==> config.mk <==
export PLATFORM = sky130hd
export DESIGN_NAME = motor_event_detect_filter
export DESIGN_NICKNAME = d
export VERILOG_FILES = /design/src/core/motor_detect_pkg.sv /design/src/core/motor_event_detect_filter.sv
export SDC_FILE = /design/constraint.sdc
export NUM_CORES = 1
export LEC_CHECK = 0
export BUFFER_PORTS_ARGS = -buffer_cell sky130_fd_sc_hd__buf_2
export CAP_MARGIN = 20
export CORE_MARGIN = 2
export CORE_UTILIZATION = 55
export CTS_BUF_LIST = sky130_fd_sc_hd__clkbuf_8
export DETAILED_ROUTE_END_ITERATION = 10
export MAX_ROUTING_LAYER = met4
export PLACE_DENSITY = 0.88
export SLEW_MARGIN = 20
export SYNTH_ARGS = -nofsm -noshare
export SYNTH_HDL_FRONTEND = slang
export SYNTH_SLANG_ARGS = --single-unit
==> constraint.sdc <==
create_clock -name clock -period 3 [get_ports clock]
set_input_delay 0.6 -clock clock [delete_from_list [all_inputs] [get_ports clock]]
set_output_delay 0.6 -clock clock [all_outputs]
set_load 0.03 [all_outputs]
==> src/core/motor_detect_pkg.sv <==
package motor_detect_pkg;

  // Register offsets on the plain register port.
  localparam logic [2:0] OFS_PARITY   = 3'h0;
  localparam logic [2:0] OFS_ZFILTER  = 3'h1;
  localparam logic [2:0] OFS_SAMPLING = 3'h2;
  localparam logic [2:0] OFS_MODE     = 3'h3;
  localparam logic [2:0] OFS_STATUS   = 3'h4;

  // Reset values.
  localparam logic [7:0] PARITY_RST   = 8'h00;
  localparam logic [7:0] ZFILTER_RST  = 8'h0f;
  localparam logic [7:0] SAMPLING_RST = 8'h00;
  localparam logic [7:0] MODE_RST     = 8'h00;

  // Field positions.
  localparam int EDGE_SEL_LSB   = 6;
  localparam int ZCOUNT_LSB     = 4;
  localparam int ZSAMPLE_EN_BIT = 7;
  localparam int SAMP_CLK_LSB   = 2;
  localparam int ENC_SRC_BIT    = 1;
  localparam int FLOAT_BIT      = 0;
  localparam int INDEP_BIT      = 0;
  localparam int SENSOR_BIT     = 1;
  localparam int OUT_EN_BIT     = 2;
  localparam int ZPWM_BIT       = 3;

  // Writable mask of the sampling register; bits 6:4 stay zero.
  localparam logic [7:0] SAMPLING_WMASK = 8'h8f;

  // Timing, with times given for the 10 MHz reference peripheral clock.
  localparam int CLK_PERIOD_NS   = 100;
  localparam int SAMP_BASE_NS    = 1000;
  localparam int WIN_STEP_NS     = 5000;
  localparam int WIN_LONG_BASE_NS = 60000;
  localparam int WIN_LONG_STEP_NS = 20000;
  localparam int SAMP_BASE_CYC   = SAMP_BASE_NS / CLK_PERIOD_NS;
  localparam int WIN_STEP_CYC    = WIN_STEP_NS / CLK_PERIOD_NS;
  localparam int WIN_LBASE_CYC   = WIN_LONG_BASE_NS / CLK_PERIOD_NS;
  localparam int WIN_LSTEP_CYC   = WIN_LONG_STEP_NS / CLK_PERIOD_NS;

  // Tacho edge selection codes.
  typedef enum logic [1:0] {
    EDGE_NONE, EDGE_RISE, EDGE_FALL, EDGE_BOTH
  } tacho_edge_t;

  // Register write and read request.
  typedef struct packed {
    logic [2:0] addr;
    logic [7:0] wdata;
    logic       wr;
    logic       rd;
  } reg_req_t;

endpackage

==> src/core/motor_event_detect_filter.sv <==
// Our own choices: the address map and the plain strobed port.
`timescale 1ns/1ps
// Functional notes
// Tacho field zero: position or sensorless mode.
// Polarity bit set makes channel active low.
// Polarity ignored when phases are independent.
// Z event needs filter code plus one samples.
// Z samples at sampling clock or PWM.
// Sensorless D event blanks Z detection.
// Window length from table of code.
// Z sampling enable gates when outputs off.
// Software writes zero to reserved bits.
// Sampling clock 1 MHz down to 125 kHz.
// Encoder capture on clock tick or read.
// Input selection grounds or floats unused inputs.
// Filter register resets to 0fh, sampling zero.
// Sample counter restarts on miss or window.
module motor_event_detect_filter (
  // Clock and reset.
  input  wire logic                        clock,
  input  wire logic                        srst,
  // Register port.
  input  wire motor_detect_pkg::reg_req_t  req,
  output logic [7:0]                       rdata,
  // Pin side inputs, asynchronous to clock.
  input  wire logic                        z_pin,
  input  wire logic                        d_pin,
  input  wire logic                        tacho_pin,
  // Same-domain event inputs.
  input  wire logic                        pwm_tick,
  input  wire logic                        rtc_irq,
  input  wire logic                        timer_high_read,
  input  wire logic [5:0]                  phase_drive,
  // Outputs.
  output logic [5:0]                       phase_out,
  output logic                             z_event,
  output logic                             tacho_capture,
  output logic                             encoder_capture,
  output logic                             ground_unused_sense
);

  // Complete state of the block. One packed struct keeps every flip-flop in one place,
  // so the reset branch and the register update below cannot drift apart.
  typedef struct packed {
    // Tacho edge code; zero selects position sensor or sensorless use.
    logic [1:0]  tacho_edge_select;
    // Per-channel polarity; a set bit drives that channel active low.
    logic [5:0]  out_polarity;
    // Filter setting: consecutive Z samples needed, minus one.
    logic [3:0]  z_consecutive_count;
    // Blanking window code applied after each D event in sensorless mode.
    logic [3:0]  z_blanking_length;
    // Z sampling enable, effective while the motor outputs are off.
    logic        z_sampling_enable;
    // Sampling clock code.
    logic [1:0]  sampling_clock_sel;
    // Encoder capture trigger: real-time clock or timer high byte read.
    logic        encoder_capture_source;
    // Set leaves unused rotor sense inputs floating instead of grounded.
    logic        unused_input_float;
    // Three phases driven independently; polarity is then ignored.
    logic        independent_phase_config;
    // Sensor mode; no blanking window follows a D event.
    logic        sensor_mode_select;
    // Motor outputs enabled; Z sampling then runs whatever the enable bit says.
    logic        motor_output_enable;
    // Z samples taken on the PWM strobe instead of the sampling clock.
    logic        z_at_pwm_rate;
    // Sampling clock prescaler.
    logic [6:0]  presc;
    // Remaining blanking cycles; zero means Z detection is open.
    logic [10:0] blank;
    // Consecutive valid Z samples seen so far.
    logic [3:0]  z_run_count;
    // Two-stage synchronisers for the pin inputs.
    logic [1:0]  z_sync;
    logic [1:0]  d_sync;
    logic [1:0]  t_sync;
    // Previous synchronised levels, for edge detection; they reset to the idle level.
    logic        d_prev;
    logic        t_prev;
    // Registered outputs.
    logic [7:0]  rdata;
    logic        z_event;
    logic        tacho_cap;
    logic        enc_cap;
    logic [5:0]  phase_out;
    logic        ground;
  } state_t;

  state_t st_reg;   // Registered state.
  state_t st_next;  // Next state.

  // Blanking window length in clock cycles for a window code. Short codes step finely,
  // long codes start from a base and step coarsely, so four bits span a wide range.
  function automatic logic [10:0] win_cycles(input logic [3:0] code);
    int n;
    if (!code[3]) begin
      // Short windows: one fine step per code, the first step included.
      n = (int'(code) + 1) * motor_detect_pkg::WIN_STEP_CYC;
    end else begin
      // Long windows: a base plus coarse steps.
      n = motor_detect_pkg::WIN_LBASE_CYC
        + (int'(code) - 8) * motor_detect_pkg::WIN_LSTEP_CYC;
    end
    // The longest window fits eleven bits at the present clock.
    return n[10:0];
  endfunction

  // Sampling clock period in clock cycles, minus one, for a code. Each code doubles
  // the period, and the longest period still fits the seven-bit prescaler.
  function automatic logic [6:0] samp_last(input logic [1:0] code);
    int n;
    n = (motor_detect_pkg::SAMP_BASE_CYC << code) - 1;
    return n[6:0];
  endfunction

  logic samp_tick;    // One cycle per sampling clock period.
  logic sample_go;    // A Z sample is taken this cycle.
  logic d_rise;       // Synchronised D event edge.
  logic t_edge;       // Selected tacho edge.

  // Next state; all register writes and the detection datapath.
  always_comb begin
    st_next = st_reg;
    // Pin synchronisers; the first stage feeds only the second, so a metastable
    // first stage never reaches the edge detectors or the filter.
    st_next.z_sync = {st_reg.z_sync[0], z_pin};
    st_next.d_sync = {st_reg.d_sync[0], d_pin};
    st_next.t_sync = {st_reg.t_sync[0], tacho_pin};
    st_next.d_prev = st_reg.d_sync[1];
    st_next.t_prev = st_reg.t_sync[1];

    // Register writes. Reserved sampling bits are dropped, so they always read zero.
    if (req.wr) begin
      unique case (req.addr)
        motor_detect_pkg::OFS_PARITY: begin
          // Tacho edge code above six polarity bits.
          st_next.tacho_edge_select =
            req.wdata[motor_detect_pkg::EDGE_SEL_LSB +: 2];
          st_next.out_polarity = req.wdata[5:0];
        end
        motor_detect_pkg::OFS_ZFILTER: begin
          // Sample count above window length.
          st_next.z_consecutive_count = req.wdata[motor_detect_pkg::ZCOUNT_LSB +: 4];
          st_next.z_blanking_length   = req.wdata[3:0];
        end
        motor_detect_pkg::OFS_SAMPLING: begin
          // Enable, clock code, capture source and input float bit.
          st_next.z_sampling_enable =
            req.wdata[motor_detect_pkg::ZSAMPLE_EN_BIT];
          st_next.sampling_clock_sel =
            req.wdata[motor_detect_pkg::SAMP_CLK_LSB +: 2];
          st_next.encoder_capture_source =
            req.wdata[motor_detect_pkg::ENC_SRC_BIT];
          st_next.unused_input_float = req.wdata[motor_detect_pkg::FLOAT_BIT];
        end
        motor_detect_pkg::OFS_MODE: begin
          // Operating mode bits that the rest of the controller would own.
          st_next.independent_phase_config =
            req.wdata[motor_detect_pkg::INDEP_BIT];
          st_next.sensor_mode_select  = req.wdata[motor_detect_pkg::SENSOR_BIT];
          st_next.motor_output_enable = req.wdata[motor_detect_pkg::OUT_EN_BIT];
          st_next.z_at_pwm_rate       = req.wdata[motor_detect_pkg::ZPWM_BIT];
        end
        default: begin
          // Status and unmapped offsets ignore writes.
        end
      endcase
    end

    // Read data stands only in the cycle after the read strobe, and is zero otherwise.
    st_next.rdata = 8'h00;
    if (req.rd) begin
      unique case (req.addr)
        motor_detect_pkg::OFS_PARITY: begin
          // Tacho edge code and polarity bits.
          st_next.rdata = {st_reg.tacho_edge_select, st_reg.out_polarity};
        end
        motor_detect_pkg::OFS_ZFILTER: begin
          // Filter count and window length.
          st_next.rdata = {st_reg.z_consecutive_count, st_reg.z_blanking_length};
        end
        motor_detect_pkg::OFS_SAMPLING: begin
          // Reserved bits read as zero.
          st_next.rdata = {st_reg.z_sampling_enable, 3'h0, st_reg.sampling_clock_sel,
                           st_reg.encoder_capture_source, st_reg.unused_input_float};
        end
        motor_detect_pkg::OFS_MODE: begin
          // Mode bits in the low nibble.
          st_next.rdata = {4'h0, st_reg.z_at_pwm_rate, st_reg.motor_output_enable,
                           st_reg.sensor_mode_select, st_reg.independent_phase_config};
        end
        motor_detect_pkg::OFS_STATUS: begin
          // Sample count, speed sensor mode flag and blanking flag.
          st_next.rdata = {st_reg.z_run_count, 2'h0,
                           st_reg.tacho_edge_select != 2'h0,
                           st_reg.blank != 11'h000};
        end
        default: begin
          // Unmapped offsets read zero.
          st_next.rdata = 8'h00;
        end
      endcase
    end

    // Sampling clock prescaler; restarts whenever it passes the period, so a change
    // of clock code mid-period takes effect at the next tick at the latest.
    samp_tick = (st_reg.presc >= samp_last(st_reg.sampling_clock_sel));
    st_next.presc = samp_tick ? 7'h00 : st_reg.presc + 7'h01;

    // Sample source and gating by the output enable.
    sample_go = (st_reg.z_at_pwm_rate ? pwm_tick : samp_tick)
              && (st_reg.motor_output_enable || st_reg.z_sampling_enable);

    // D event opens a blanking window only in sensorless mode.
    d_rise = st_reg.d_sync[1] && !st_reg.d_prev;
    st_next.z_event = 1'b0;
    if (st_reg.sensor_mode_select) begin
      // Sensor mode: no window, and any window in progress is dropped.
      st_next.blank = 11'h000;
    end else if (st_reg.blank != 11'h000) begin
      // Window in progress counts down.
      st_next.blank = st_reg.blank - 11'h001;
    end
    if (d_rise && !st_reg.sensor_mode_select) begin
      // New window; a partial run of samples before it is discarded.
      st_next.blank       = win_cycles(st_reg.z_blanking_length);
      st_next.z_run_count = 4'h0;
    end else if (sample_go && st_reg.blank == 11'h000) begin
      if (!st_reg.z_sync[1]) begin
        // A miss breaks the run of consecutive samples.
        st_next.z_run_count = 4'h0;
      end else if (st_reg.z_run_count == st_reg.z_consecutive_count) begin
        // Last sample of the run: one event, then a fresh run is needed.
        st_next.z_event     = 1'b1;
        st_next.z_run_count = 4'h0;
      end else begin
        // Run continues.
        st_next.z_run_count = st_reg.z_run_count + 4'h1;
      end
    end

    // Tacho capture edges in speed sensor modes only.
    unique case (motor_detect_pkg::tacho_edge_t'(st_reg.tacho_edge_select))
      motor_detect_pkg::EDGE_NONE: t_edge = 1'b0;
      motor_detect_pkg::EDGE_RISE: t_edge = st_reg.t_sync[1] && !st_reg.t_prev;
      motor_detect_pkg::EDGE_FALL: t_edge = !st_reg.t_sync[1] && st_reg.t_prev;
      motor_detect_pkg::EDGE_BOTH: t_edge = st_reg.t_sync[1] != st_reg.t_prev;
    endcase
    st_next.tacho_cap = t_edge;

    // Encoder capture source; meaningful in speed sensor modes only.
    st_next.enc_cap = (st_reg.tacho_edge_select != 2'h0)
                   && (st_reg.encoder_capture_source ? timer_high_read : rtc_irq);

    // Output polarity, bypassed for independent phases. The one-cycle latency is
    // the price of every output coming from a flip-flop.
    if (st_reg.independent_phase_config) begin
      st_next.phase_out = phase_drive;
    end else begin
      st_next.phase_out = phase_drive ^ st_reg.out_polarity;
    end

    // Unused sense inputs grounded only in plain sensorless mode.
    st_next.ground = !st_reg.independent_phase_config && st_reg.tacho_edge_select == 2'h0
                  && !st_reg.sensor_mode_select && !st_reg.unused_input_float;
  end

  // State register with synchronous reset. Only the filter register has a non-zero
  // reset value; everything else, outputs included, starts at zero.
  always_ff @(posedge clock) begin
    if (srst) begin
      st_reg                     <= '0;
      st_reg.z_consecutive_count <= motor_detect_pkg::ZFILTER_RST[7:4];
      st_reg.z_blanking_length   <= motor_detect_pkg::ZFILTER_RST[3:0];
    end else begin
      st_reg <= st_next;
    end
  end

  // Outputs come straight from the state flip-flops.
  assign rdata               = st_reg.rdata;
  assign phase_out           = st_reg.phase_out;
  assign z_event             = st_reg.z_event;
  assign tacho_capture       = st_reg.tacho_cap;
  assign encoder_capture     = st_reg.enc_cap;
  assign ground_unused_sense = st_reg.ground;
endmodule // motor_event_detect_filter

==> results.sh <==
export IMPL_io_pins=45
export IMPL_wl_per_cell_um=15.2
export IMPL_reg2reg_slack_ns=0.22
export IMPL_power_uw=2560
export IMPL_multiInputGateArea_mm2=0.00247
export IMPL_routed_wl_um=9130
export IMPL_mostFrequentLayoutCells="dfxtp_1 (70), nor2_1 (57), buf_2 (44), ha_1 (43), nand2_1 (39)"
export IMPL_vias=3261
export IMPL_critPathRequiredTime_ns=3.28
export IMPL_htreeDepth=3
export IMPL_path_clk_slew_ns=0.08
export IMPL_end_kind="flop"
export IMPL_insertion_delay_ns=0.35
export IMPL_die_y_um=91.4
export IMPL_layout_nets=567
export IMPL_grt_max_degree=26
export IMPL_worstSetupEndpoint="st_reg[40]"
export IMPL_placed_cell_area_mm2=0.00442
export IMPL_finalClockSkew_ns=0.0123
export IMPL_r2r_worst_path_cells=11
export IMPL_grt_ovfl_total=0
export IMPL_drc=0
export IMPL_critPathKind="reg2reg"
export IMPL_grt_pass1_vias=3185
export IMPL_cts_made_buffers=9
export IMPL_row_count=31
export IMPL_cp_arrival_ns=3.07
export IMPL_antenna_left=0
export IMPL_slew_viol_final=0
export IMPL_period_share=0.928
export IMPL_seq_area_mm2=0.00147
export IMPL_syn_inst=463
export IMPL_die_w_um=91.4
export IMPL_start_util=0.573
export IMPL_fillers=591
export IMPL_syn2layout_area_growth_pct=9.33
export IMPL_drtIter0Drc=251
export IMPL_finalHoldViolCount=0
export IMPL_synth_top_cells_by_area="dfxtp_1 (35%), ha_1 (13%), mux2i_1 (5.5%)"
export IMPL_grtUsageTotal=0.230
export IMPL_regToRegStartpoint="st_reg[58]"
export IMPL_netlist_area_mm2=0.00420
export IMPL_tns_ns=0
export IMPL_clockRootBuffer="clkbuf_8"
export IMPL_ys_seq_area_frac=0.348
export IMPL_synth_nets=535
export IMPL_antenna_found_initial=0
export IMPL_final_common_cell="dfxtp_1"
export IMPL_ir_drop_uv=284
export IMPL_viasPerCell=5.44
export IMPL_max_freq_ghz=0.359
export IMPL_setup_violations=0
export IMPL_r2r_end="st_reg[40]"
export IMPL_placed_cells=583
export IMPL_synth_edff_count=0
export IMPL_crit_family="adder cells"
export IMPL_cts_sinks=73
export IMPL_worst_slack_ns=0.217
export IMPL_worst_path_buf_inv=0
export IMPL_worst_path_stages=11
export IMPL_status="completed"
export IMPL_start_kind="flop"
export IMPL_cellPowerDensity_mw_per_mm2=558
export IMPL_rsz0062_at_grt="false"
export IMPL_io_buffer_count=44
export IMPL_yosys_warnings=0
export IMPL_diodes=0
export IMPL_netlist_area_leader_share=0.348
export IMPL_slew_headroom=0.549
export IMPL_crit_path_max_incr_delay_ns=0.45
export IMPL_place_ws_ns=0.0942
export IMPL_yosysTopAreaCell="dfxtp_1"
export IMPL_largest_reg_flops=50
export IMPL_clk_path_buf_depth=2
export IMPL_min_period_ns=2.78
export IMPL_path_cells="nand3_1 > xnor2_1 > ha_1 > ha_1 > ha_1 > ha_1 > nand3_1 > o31ai_1 > xor2_1 > mux2i_1 > o21ai_0"
export IMPL_die_area_mm2=0.00835
export IMPL_async_flop_share=0
export IMPL_firstDrtPassIters=5
export IMPL_maxCapViolations=0
export IMPL_finalNonFillerCells=599
export IMPL_hpwlAfterDp_um=6790
export IMPL_min_path_type="reg2reg"
export IMPL_critPathMostFrequentCell="ha_1"
export IMPL_drive_gt1_frac=0.172
export IMPL_ys_ff_latch=73
export IMPL_synth_ff_type="dfxtp_1"
export IMPL_core_mm2=0.00733
export IMPL_yosysUniqueCellTypes=53
export IMPL_worst_pin_slew_ns=0.675
export IMPL_crit_slowest_cell="dfxtp_2"
export IMPL_cts_tree="done"
export IMPL_postLayoutCellArea_mm2=0.00459
export IMPL_grt_pass1_wl_um=14900
export IMPL_p_leak_uw=0.00201
export IMPL_startpoint="st_reg[58]"
export IMPL_worstPathMaxFanout=10
export IMPL_avgSynthCellArea_um2=9.07
export IMPL_place_gp_congestion=0.875
[per-stage QoR]
stage	util	hold slack (ns)
global placement	0.602	0.418
floorplan	-	0.414
global route	0.626	0.461
CTS	0.626	0.445
finish	0.626	0.437
detailed placement	0.602	0.428
[cell usage after synthesis (3+ instances only)]
| cell | instances |
|---|---|
| xor2_1 | 17 |
| xnor2_1 | 23 |
| nand2b_1 | 8 |
| nand3_1 | 12 |
| nand2_1 | 39 |
| o21ai_0 | 6 |
| nor2b_1 | 17 |
| nor2_1 | 57 |
| dfxtp_1 | 73 |
| clkbuf_1 | 13 |
| a211oi_1 | 6 |
| a21oi_1 | 25 |
| nor4_1 | 3 |
| o22ai_1 | 5 |
| nor3_1 | 4 |
| mux2i_1 | 23 |
| buf_4 | 14 |
| inv_1 | 20 |
| mux4_2 | 4 |
| a31oi_1 | 3 |
| ha_1 | 43 |
| a211o_1 | 5 |
[what timing repair did]
action / in CTS / in global routing
endpoints found under the hold margin: 0 / 0
setup endpoints to repair: 0 / 2
buffers inserted: 0 / 0
resized for setup: 0 / 3
hold buffers: 0 / 0
[routing by layer]
layer | global-route usage | vias up | part of all wire
li1 | - | 1627 | -
met1 | 0.294 | 1518 | 0.46
met2 | 0.364 | 100 | 0.48
met3 | 0.0390 | 16 | 0.048
met4 | 0.0947 | 0 | 0.016
met5 | - | - | 0
[logic make-up (layout without fill, tap and decap cells)]
logic type	Yosys count	in the layout	share of synthesized area
AO/OA/AOI/OAI	62	62	0.0942
AND/OR/NAND/NOR	163	163	0.194
XOR/XNOR	40	40	0.0835
multiplexers	28	28	0.0790
adder cells (fa/ha/maj)	45	45	0.138
buffers and inverters	52	89	0.0632
flip-flops	73	73	0.348
[worst reg2reg max path, stage by stage (launching register included)]
cell and delay [ns]:
dfxtp_2 0.45, nand3_1 0.18, xnor2_1 0.16, ha_1 0.27
ha_1 0.29, ha_1 0.29, ha_1 0.35, nand3_1 0.09
o31ai_1 0.25, xor2_1 0.17, mux2i_1 0.08, o21ai_0 0.14
[area by class of cell]
type                            instances  share of cell area
Multi-Input combinational cell        338               0.538
Tap cell                               99              0.0270
Sequential cell                        73               0.319
Clock inverter                          7              0.0101
Clock buffer                            9              0.0270
Inverter                               21              0.0172
Timing Repair Buffer                   52              0.0611
[power by group]
part	internal (µW)	switching, µW	leakage (µW)	total, µW
clock network	300	385	0.0000872	685
registers	1060	87.6	0.000594	1150
logic	337	394	0.00133	730
[how the worst min path moves through the flow]
stage / start / to / cells after the start
floorplan: st_next[21] / st_next[18] / 1
global placement: st_next[23] / st_next[19] / 1
detailed placement: st_next[25] / st_reg[25] / 1
CTS: st_next[23] / st_next[19] / 1
global route: st_next[25] / st_reg[25] / 1
finish: st_next[23] / st_next[19] / 1
Note: power is estimated with default switching activity, not from simulation.
